### src/hdl/lepw_pkg.sv
// Purpose: Shared constants for the LED engine set-PWM, wait and map setup decoder.
// Assumes: 20 MHz system clock; the engine time base is a 32 768 Hz tick derived from it.
// Notes:   Opcode encoding is local to this design and matches a 16-bit program word.
package lepw_pkg;

	// Clock and engine time base.
	localparam int unsigned CLK_HZ        = 20_000_000;
	localparam int unsigned MASTER_HZ     = 32_768;
	localparam int unsigned MASTER_DIV    = CLK_HZ / MASTER_HZ;  // 610 system cycles per master tick.
	localparam int unsigned EXEC_TICKS    = 16;                  // Set-PWM and setup execution time.
	localparam int unsigned WAIT_DIV_FAST = 16;                  // Prescale 0: 0.488 ms per step.
	localparam int unsigned WAIT_DIV_SLOW = 512;                 // Prescale 1: 15.625 ms per step.
	localparam int unsigned CNT_W         = 14;                  // Holds 31 * 512 ticks.

	// Program word layout.
	localparam int unsigned WORD_W        = 16;
	localparam int unsigned OP_MSB        = 15;
	localparam int unsigned OP_LSB        = 12;
	localparam int unsigned WAIT_PRE_BIT  = 5;
	localparam int unsigned WAIT_TIME_MSB = 4;
	localparam int unsigned ADDR_MSB      = 6;
	localparam int unsigned VAR_SEL_MSB   = 1;

	// Opcodes.
	localparam logic [3:0] OP_SET_PWM_IMM = 4'h4;
	localparam logic [3:0] OP_SET_PWM_VAR = 4'h8;
	localparam logic [3:0] OP_WAIT        = 4'h2;
	localparam logic [3:0] OP_MAP_START   = 4'h9;
	localparam logic [3:0] OP_MAP_END     = 4'hA;

	// Variable selector codes.
	localparam logic [1:0] VAR_SEL_A = 2'h0;
	localparam logic [1:0] VAR_SEL_B = 2'h1;
	localparam logic [1:0] VAR_SEL_C = 2'h2;

	// Mapping table limits and outputs.
	localparam logic [6:0]  MAP_ADDR_MAX = 7'h5F;  // Address 95.
	localparam int unsigned N_DRV        = 9;
	localparam int unsigned N_OUT        = 10;     // Nine drivers plus the general output pin.

	// Register indices; byte address is four times the index.
	localparam logic [6:0] REG_CTRL     = 7'h00;
	localparam logic [6:0] REG_STATUS   = 7'h01;
	localparam logic [6:0] REG_PWM_BASE = 7'h10;
	localparam logic [6:0] REG_MAP_BASE = 7'h18;
	localparam logic [6:0] REG_VAR_D    = 7'h3C;
	localparam logic [6:0] REG_ADC      = 7'h42;

	// Control fields and reset values.
	localparam int unsigned CTRL_D_ADC = 0;
	localparam int unsigned CTRL_GPO   = 1;
	localparam logic [1:0]  CTRL_RST   = 2'h0;
	localparam logic [7:0]  VAR_D_RST  = 8'h00;

	typedef enum logic [1:0] {
		ST_IDLE = 2'b00,
		ST_EXEC = 2'b01,
		ST_WAIT = 2'b10
	} lepw_state_t;

endpackage : lepw_pkg

### src/hdl/lepw_engine.sv
// Purpose: Decoder and executor for set-PWM, wait and map table setup words of the LED engines.
// Assumes: Program memory presents one word per engine with valid/ready; mapping rows come from SRAM.
// Notes:   Registers sit on a classic Wishbone slave; every access is answered one cycle after the strobe.
//
// How it works
// - Immediate set-PWM loads its 8-bit operand straight into the engine PWM value.
// - Any set-PWM occupies the engine for sixteen master clock ticks.
// - Output duty cycle is linear in the value, 0 is off, 255 is on.
// - Variable set-PWM selects A, B, C, or D (register or test ADC).
// - During wait the engine holds its PWM value unchanged.
// - Wait prescale bit picks sixteen or five hundred twelve master ticks per step.
// - Wait length is the 5-bit time field times the chosen step, a time field of 0 counting as 1.
// - Any engine may drive any driver or the general output, several at once.
// - Mapping rows read from shared SRAM decide which engine drives each output.
// - Map start word stores a 7-bit address from 0 to 95.
// - Map end word stores a 7-bit address from 0 to 95.
// - Map start word only records the address, mapping stays unchanged.
// - Variable D is read and written by the host at index 3C.
//
// The register offsets and the Wishbone interface to the registers were decided locally.
`timescale 1ns/10ps
module lepw_engine
	import lepw_pkg::*;
#(
	parameter int unsigned N_ENG    = 3,
	parameter int unsigned TICK_DIV = MASTER_DIV
) (
	input  wire logic              ref_clk,
	input  wire logic              resetn,
	input  wire logic              wb_cyc_i,
	input  wire logic              wb_stb_i,
	input  wire logic              wb_we_i,
	input  wire logic [8:0]        wb_adr_i,
	input  wire logic [3:0]        wb_sel_i,
	input  wire logic [31:0]       wb_dat_i,
	output logic      [31:0]       wb_dat_o,
	output logic                   wb_ack_o,
	input  wire logic [N_ENG-1:0]  instr_valid,
	input  wire logic [WORD_W-1:0] instr_data [N_ENG],
	output logic      [N_ENG-1:0]  instr_ready,
	input  wire logic [7:0]        var_a [N_ENG],
	input  wire logic [7:0]        var_b [N_ENG],
	input  wire logic [7:0]        var_c [N_ENG],
	input  wire logic [7:0]        led_test_adc,
	input  wire logic [N_OUT-1:0]  map_row [N_ENG],
	output logic      [7:0]        eng_pwm [N_ENG],
	output logic      [6:0]        map_start_define [N_ENG],
	output logic      [6:0]        map_end_define [N_ENG],
	output logic      [N_DRV-1:0]  led_pwm_pin,
	output logic                   general_output_pin
);

	localparam int unsigned TDIV_W = $clog2(TICK_DIV + 1);

	initial begin
		if (N_ENG < 1 || N_ENG > 8) $error("lepw_engine supports one to eight engines");
		if (TICK_DIV < 1) $error("lepw_engine needs TICK_DIV of at least one");
	end

	// Decoding of the opcode field, used by the executor only.
	function automatic logic [3:0] op_of(input logic [WORD_W-1:0] w);
		op_of = w[OP_MSB:OP_LSB];
	endfunction : op_of

	// Source choice for a variable set-PWM; D is already resolved to register or ADC.
	function automatic logic [7:0] var_pick(input logic [1:0] sel, input logic [7:0] a,
			input logic [7:0] b, input logic [7:0] c, input logic [7:0] d);
		unique case (sel)
			VAR_SEL_A: var_pick = a;
			VAR_SEL_B: var_pick = b;
			VAR_SEL_C: var_pick = c;
			default:   var_pick = d;
		endcase
	endfunction : var_pick

	// Master tick generator.
	logic [TDIV_W-1:0] tdiv_q;
	logic [TDIV_W-1:0] tdiv_d;
	logic              tick;

	// One pulse per master period; everything in the engines counts these.
	always_comb begin
		tick   = (tdiv_q == TDIV_W'(TICK_DIV - 1));
		tdiv_d = tick ? '0 : tdiv_q + 1'b1;
	end

	always_ff @(posedge ref_clk or negedge resetn) begin
		if (!resetn) begin
			tdiv_q <= '0;
		end else begin
			tdiv_q <= tdiv_d;
		end
	end

	// Host registers.
	logic [1:0]  ctrl_q;
	logic [1:0]  ctrl_d;
	logic [7:0]  var_d_q;
	logic [7:0]  var_d_d;
	logic        ack_q;
	logic        ack_d;
	logic [31:0] rdat_q;
	logic [31:0] rdat_d;
	logic [7:0]  d_value;

	// Engine state.
	lepw_state_t      st_q  [N_ENG];
	lepw_state_t      st_d  [N_ENG];
	logic [CNT_W-1:0] cnt_q [N_ENG];
	logic [CNT_W-1:0] cnt_d [N_ENG];
	logic [7:0]       pwm_q [N_ENG];
	logic [7:0]       pwm_d [N_ENG];
	logic [6:0]       ms_q  [N_ENG];
	logic [6:0]       ms_d  [N_ENG];
	logic [6:0]       me_q  [N_ENG];
	logic [6:0]       me_d  [N_ENG];

	assign d_value = ctrl_q[CTRL_D_ADC] ? led_test_adc : var_d_q;

	// A word is taken only while its engine is idle, so the memory simply holds it.
	always_comb begin
		for (int e = 0; e < N_ENG; e++) begin
			instr_ready[e] = (st_q[e] == ST_IDLE);
		end
	end

	// Engine executor: the countdown ends execution, a taken word starts the next one.
	always_comb begin
		logic [WORD_W-1:0] w;
		logic [4:0]        wt;
		w  = '0;
		wt = '0;
		for (int e = 0; e < N_ENG; e++) begin
			st_d[e]  = st_q[e];
			cnt_d[e] = cnt_q[e];
			pwm_d[e] = pwm_q[e];
			ms_d[e]  = ms_q[e];
			me_d[e]  = me_q[e];
			if (st_q[e] != ST_IDLE && tick) begin
				if (cnt_q[e] <= CNT_W'(1)) begin
					st_d[e]  = ST_IDLE;
					cnt_d[e] = '0;
				end else begin
					cnt_d[e] = cnt_q[e] - 1'b1;
				end
			end
			if (instr_valid[e] && st_q[e] == ST_IDLE) begin
				w  = instr_data[e];
				wt = (w[WAIT_TIME_MSB:0] == 5'h00) ? 5'h01 : w[WAIT_TIME_MSB:0];
				unique case (op_of(w))
					OP_SET_PWM_IMM: begin
						pwm_d[e] = w[7:0];
						st_d[e]  = ST_EXEC;
						cnt_d[e] = CNT_W'(EXEC_TICKS);
					end
					OP_SET_PWM_VAR: begin
						pwm_d[e] = var_pick(w[VAR_SEL_MSB:0], var_a[e], var_b[e], var_c[e], d_value);
						st_d[e]  = ST_EXEC;
						cnt_d[e] = CNT_W'(EXEC_TICKS);
					end
					OP_WAIT: begin
						st_d[e]  = ST_WAIT;
						// Time zero is out of range and is stretched to one step.
						cnt_d[e] = CNT_W'(wt) * (w[WAIT_PRE_BIT] ? CNT_W'(WAIT_DIV_SLOW)
							: CNT_W'(WAIT_DIV_FAST));
					end
					OP_MAP_START: begin
						// Only the address is kept; rows and connections are left alone.
						if (w[ADDR_MSB:0] <= MAP_ADDR_MAX) begin
							ms_d[e] = w[ADDR_MSB:0];
						end
						st_d[e]  = ST_EXEC;
						cnt_d[e] = CNT_W'(EXEC_TICKS);
					end
					OP_MAP_END: begin
						if (w[ADDR_MSB:0] <= MAP_ADDR_MAX) begin
							me_d[e] = w[ADDR_MSB:0];
						end
						st_d[e]  = ST_EXEC;
						cnt_d[e] = CNT_W'(EXEC_TICKS);
					end
					default: begin
						// Other opcodes belong to other units; the word is consumed here without effect.
						st_d[e] = ST_IDLE;
					end
				endcase
			end
		end
	end

	always_ff @(posedge ref_clk or negedge resetn) begin
		if (!resetn) begin
			for (int e = 0; e < N_ENG; e++) begin
				st_q[e]  <= ST_IDLE;
				cnt_q[e] <= '0;
				pwm_q[e] <= '0;
				ms_q[e]  <= '0;
				me_q[e]  <= '0;
			end
		end else begin
			st_q  <= st_d;
			cnt_q <= cnt_d;
			pwm_q <= pwm_d;
			ms_q  <= ms_d;
			me_q  <= me_d;
		end
	end

	// Engine values and table limits leave straight from their flip-flops.
	always_comb begin
		for (int e = 0; e < N_ENG; e++) begin
			eng_pwm[e]          = pwm_q[e];
			map_start_define[e] = ms_q[e];
			map_end_define[e]   = me_q[e];
		end
	end

	// Output multiplexer.
	logic [7:0]       lvl     [N_OUT];
	logic [N_OUT-1:0] mapped;
	logic [N_OUT-1:0] pin_raw;
	logic             gpo_q;
	logic             gpo_d;

	// Lowest engine number wins when the table maps two engines onto one output.
	always_comb begin
		for (int i = 0; i < N_OUT; i++) begin
			lvl[i]    = '0;
			mapped[i] = 1'b0;
			for (int e = N_ENG - 1; e >= 0; e--) begin
				if (map_row[e][i]) begin
					lvl[i]    = pwm_q[e];
					mapped[i] = 1'b1;
				end
			end
		end
	end

	// One duty generator per output, the general pin included.
	genvar gi;
	generate
		for (gi = 0; gi < N_OUT; gi++) begin : g_pwm
			lepw_pwm #(
				.WIDTH   (8)
			) u_pwm (
				.ref_clk (ref_clk),
				.resetn  (resetn),
				.duty    (lvl[gi]),
				.pwm_out (pin_raw[gi])
			);
		end
	endgenerate

	// An unmapped driver is dark; an unmapped general pin falls back to host control.
	always_comb begin
		gpo_d = mapped[N_DRV] ? pin_raw[N_DRV] : ctrl_q[CTRL_GPO];
	end

	always_ff @(posedge ref_clk or negedge resetn) begin
		if (!resetn) begin
			gpo_q <= 1'b0;
		end else begin
			gpo_q <= gpo_d;
		end
	end

	assign led_pwm_pin        = pin_raw[N_DRV-1:0];
	assign general_output_pin = gpo_q;

	// Wishbone slave: decode, write strobe on lane 0, read data registered with ack.
	logic [6:0]  idx;
	logic        req;
	logic        wr;
	logic [31:0] status;

	assign idx = wb_adr_i[8:2];
	assign req = wb_cyc_i && wb_stb_i && !ack_q;
	assign wr  = wb_cyc_i && wb_stb_i && ack_q && wb_we_i && wb_sel_i[0];  // Lands on the edge that samples ack.

	// Busy engines in the low byte, waiting engines in the next.
	always_comb begin
		status = '0;
		for (int e = 0; e < N_ENG; e++) begin
			status[e]     = (st_q[e] != ST_IDLE);
			status[8 + e] = (st_q[e] == ST_WAIT);
		end
	end

	// Unmapped indices read zero and still answer, so the bus never hangs.
	always_comb begin
		ctrl_d  = ctrl_q;
		var_d_d = var_d_q;
		ack_d   = req;
		rdat_d  = rdat_q;
		if (wr && idx == REG_CTRL) begin
			ctrl_d = wb_dat_i[1:0];
		end
		if (wr && idx == REG_VAR_D) begin
			var_d_d = wb_dat_i[7:0];
		end
		if (req) begin
			rdat_d = '0;
			if (idx == REG_CTRL) begin
				rdat_d = {30'h0, ctrl_q};
			end else if (idx == REG_STATUS) begin
				rdat_d = status;
			end else if (idx == REG_VAR_D) begin
				rdat_d = {24'h0, var_d_q};
			end else if (idx == REG_ADC) begin
				rdat_d = {24'h0, led_test_adc};
			end else begin
				for (int e = 0; e < N_ENG; e++) begin
					if (idx == REG_PWM_BASE + 7'(e)) begin
						rdat_d = {24'h0, pwm_q[e]};
					end
					if (idx == REG_MAP_BASE + 7'(e)) begin
						rdat_d = {17'h0, me_q[e], 1'b0, ms_q[e]};
					end
				end
			end
		end
	end

	always_ff @(posedge ref_clk or negedge resetn) begin
		if (!resetn) begin
			ctrl_q  <= CTRL_RST;
			var_d_q <= VAR_D_RST;
			ack_q   <= 1'b0;
			rdat_q  <= '0;
		end else begin
			ctrl_q  <= ctrl_d;
			var_d_q <= var_d_d;
			ack_q   <= ack_d;
			rdat_q  <= rdat_d;
		end
	end

	assign wb_ack_o = ack_q;
	assign wb_dat_o = rdat_q;

endmodule : lepw_engine

### src/hdl/lepw_pwm.sv
// Purpose: Eight-bit duty cycle generator for one output.
// Assumes: Duty changes may land mid-period; the next compare uses the new value.
// Notes:   Period is 255 system cycles so that 255 is a true 100 percent.
`timescale 1ns/10ps
module lepw_pwm
	import lepw_pkg::*;
#(
	parameter int unsigned WIDTH = 8
) (
	input  wire logic             ref_clk,
	input  wire logic             resetn,
	input  wire logic [WIDTH-1:0] duty,
	output logic                  pwm_out
);

	localparam logic [WIDTH-1:0] CNT_TOP = {{(WIDTH-1){1'b1}}, 1'b0};

	logic [WIDTH-1:0] cnt_q;
	logic [WIDTH-1:0] cnt_d;
	logic             out_d;

	initial begin
		if (WIDTH < 2) $error("lepw_pwm needs WIDTH of at least 2");
	end

	// Counter runs 0..max-1 so duty 0 never fires and full scale never drops.
	always_comb begin
		cnt_d = (cnt_q == CNT_TOP) ? '0 : cnt_q + 1'b1;
		out_d = (cnt_d < duty);
	end

	// Output is registered so the pin never glitches on a duty change.
	always_ff @(posedge ref_clk or negedge resetn) begin
		if (!resetn) begin
			cnt_q   <= '0;
			pwm_out <= 1'b0;
		end else begin
			cnt_q   <= cnt_d;
			pwm_out <= out_d;
		end
	end

endmodule : lepw_pwm

### config.mk
export PLATFORM = sky130hd
export DESIGN_NAME = lepw_engine
export DESIGN_NICKNAME = d
export VERILOG_FILES = /design/src/hdl/lepw_pkg.sv /design/src/hdl/lepw_engine.sv /design/src/hdl/lepw_pwm.sv
export SDC_FILE = /design/constraint.sdc
export NUM_CORES = 1
export LEC_CHECK = 0
export ABC_AREA = 1
export BUFFER_PORTS_ARGS = -buffer_cell sky130_fd_sc_hd__buf_2
export CAP_MARGIN = 20
export CORE_MARGIN = 3
export CORE_UTILIZATION = 35
export DETAILED_ROUTE_END_ITERATION = 10
export GPL_ROUTABILITY_DRIVEN = 0
export SKIP_LAST_GASP = 1
export SLEW_MARGIN = 20
export SYNTH_ARGS = -nofsm -noshare
export SYNTH_HDL_FRONTEND = slang
export SYNTH_SLANG_ARGS = --single-unit
### constraint.sdc
create_clock -name ref_clk -period 2.1 [get_ports ref_clk]
set_clock_uncertainty 0.1 [all_clocks]
set_input_delay 0 -clock ref_clk [delete_from_list [all_inputs] [get_ports ref_clk]]
set_output_delay 0 -clock ref_clk [all_outputs]
set_load 0.01 [all_outputs]
==> impl_metrics.tcl <==
set metrics [dict create \
    status "finished, violations left" \
    violations "hold timing" \
    post-route-util_pct 48.17 \
    wl_per_cell_um 18.45 \
    synth-edff-count 0 \
    hp-start "wb_adr_i[7]" \
    min_period_ns 2.052 \
    ctsLongestPathBuffers 3 \
    wl_mm 65.23 \
    htreeDepth 1 \
    start_kind "flop" \
    numPortBuffers 264 \
    antenna_found_initial 3 \
    cts-root-buf "clkbuf_16" \
    row_count 79 \
    peakVddDrop_mv 0.5629 \
    ios 323 \
    synthAdderAreaFrac_pct 7.258 \
    p_leak_uw 0.01160 \
    fillCellCount 4534 \
    drc 0 \
    crit_arrival_ns 2.44 \
    die_h_um 225.7 \
    routed_via_density 5.319 \
    wl_met2_mm 29.55 \
    grt_max_degree 45 \
    drive_gt1_share_pct 18.93 \
    netlist_area_um2 16890 \
    yosysTopAreaCell "dfrtp_1" \
    ys_seq_elements 241 \
    finalNonFillerCells 3535 \
    finalHoldViolCount 6 \
    fin_nets 3209 \
    synth_simple_gate_area_share_pct 29.43 \
    fmax_ghz 0.4872 \
    highest_layer "met5" \
    finalSetupViolations 0 \
    synth_mux_area_share_pct 0.7110 \
    timing.final.crit_share_pct 97.73 \
    worst-setup-path-type "reg2reg" \
    wl_met1_mm 26.81 \
    start_util_pct 35.83 \
    synthTopCellsByCount "nand2_1, inv_1, dfrtp_1, nor2_1, o21ai_0" \
    clkTransAtPathRegs_ns 0.07 \
    worstPathRequired_ns 2.49 \
    r2r_end "eng_pwm[19]" \
    route.met3.wl_mm 5.529 \
    die-area_um2 50940 \
    r2r_setup_slack_ns 0.05 \
    place_inst 3267 \
    maxCapViolCount 0 \
    dp_hpwl_mm 47.67 \
    numCtsBuffers 28 \
    syn_to_final_growth_pct 34.43 \
    ys_async_sr_fraction_pct 100.0 \
    grt_pass1_vias 18241 \
    worst_pin_slew_ns 0.8597 \
    vias 18803 \
    first_iter_violations 1770 \
    core_um2 47150 \
    synth_compound_area_share_pct 16.49 \
    drt_first_pass_iters 6 \
    crit-reg2reg-launch "ctrl_q[0]" \
    die_w_um 225.7 \
    cts.sinks 241 \
    synthDistinctLibCells 60 \
    synth_most_common_cell "nand2_1" \
    rsz0062_at_grt "true" \
    drv_slew 0 \
    synthXorXnorAreaFrac_pct 0.6221 \
    hold_path.class "in2reg" \
    grt_overflow 0 \
    insertion_delay_ns 0.58 \
    yosys.area.top_type_share_pct 35.70 \
    ys.flop_type "dfrtp_1" \
    max_slew_margin_pct 42.69 \
    multi_input_area_um2 9527 \
    crit_path_start "ctrl_q[0]" \
    synth.area.top_cells "dfrtp_1, nand2_1, ha_1" \
    whs_ns -0.02889 \
    ys_seq_area_share_pct 35.70 \
    critPathCapture "eng_pwm[19]" \
    postSynthCellCount 2391 \
    avgSynthCellArea_um2 7.066 \
    power_uw 15190 \
    reg2reg_depth 8 \
    cp-end-kind "flop" \
    powerDensity_nw_per_um2 669.1 \
    seq_area_um2 6035 \
    ant_nets 0 \
    grt_pass1_wl_mm 99.05 \
    track_usage_pct 24.70 \
    tns_ns 0 \
    synth_warnings 0 \
    synth_top_family_by_area "simple AND/OR/NAND/NOR gates" \
    cts_tree "built" \
    crit_fanout 9 \
]
-- cell type report --
| cell class | count | area share [%] |
|---|---|---|
| multi-input cells | 1764 | 41.95 |
| flip-flops and latches | 241 | 26.57 |
| repair buffers | 562 | 18.85 |
| inverters | 303 | 5.019 |
| clock buffers | 39 | 3.620 |
| well taps | 607 | 3.344 |
| clock inverters | 12 | 0.5730 |
| diodes | 7 | 0.07713 |
-- placed cells by master, fill, tap and decap left out, types with 30 or more instances in the layout --
cell type / synthesis / routed
buf_4: 29 / 89
dfrtp_1: 241 / 238
buf_2: 11 / 263
o211ai_1: 69 / 69
dlygate4sd3_1: 0 / 190
ha_1: 98 / 97
nor2_1: 239 / 223
inv_1: 288 / 283
o21ai_0: 199 / 193
nand3_1: 166 / 163
nand4_1: 30 / 30
a21oi_1: 141 / 135
nor2_2: 19 / 30
nand2_1: 589 / 582
-- state kept, by name, indices dropped and copies added (netlist names) --
signal               cells
cnt_q                   42
ctrl_q                   2
eng_pwm                 24
g_pwm.u_pwm.cnt_q       80
g_pwm.u_pwm.pwm_out     10
general_output_pin       1
map_end_define          21
map_start_define        21
st_q                     6
tdiv_q                  10
var_d_q                  8
wb_ack_o                 1
wb_dat_o                15
-- layer usage --
layer  up-vias  track usage [%]
met1      8864            31.80
met4         2            11.03
li1       8924                -
met2       815            40.13
met3       198            5.070
met5         -                0
-- power breakdown --
group          total, µW  switching (µW)  internal [µW]
logic               4560            2740           1830
registers           5520             479           5040
clock network       5110            2130           2980
-- stage by stage --
step           cell area [µm²]  worst slack, ns
6_report                 22710          0.04763
5_1_grt                  22700         -0.02974
4_1_cts                  22290          0.01303
3_5_place_dp             19390         -0.06320
3_3_place_gp             19390         -0.03265
2_1_floorplan            16950          0.04811
-- worst max-delay path, cell delays in order (launching register included) --
cell	delay, ns
dfrtp_2	0.45
buf_4	0.16
nand2_1	0.06
o21ai_1	0.05
buf_4	0.17
o2111ai_1	0.20
dlygate4sd3_1	0.59
nand2_1	0.05
a31oi_1	0.12
-- kinds of logic after synthesis --
| logic type | Yosys count |
|---|---|
| other cells | 1 |
| fa+ha+maj | 98 |
| xor+xnor | 12 |
| buf+inv | 402 |
| flops | 241 |
| compound gates | 490 |
| mux | 10 |
| simple gates | 1137 |
-- worst min-delay path by stage --
stage / end / slack (ns) / cells after the start
global placement: g_pwm[0].u_pwm.cnt_q[6] / -0.15 / 1
floorplan: cnt_q[0] / -0.40 / 0
finish: wb_dat_o[7] / -0.03 / 6
global route: wb_dat_o[3] / 0.03 / 9
detailed placement: g_pwm[0].u_pwm.cnt_q[6] / -0.15 / 1
CTS: g_pwm[1].u_pwm.pwm_out / 0.003 / 9
-- repair_timing --
item                                    4_1_cts  5_1_grt
endpoints found under the hold margin       382        1
gates resized for setup                       4       73
endpoints found under the setup margin        2       52
pin swaps                                     0       20
setup buffers                                 0       19
hold buffers                                190        3
(Power assumes the default switching activity.)
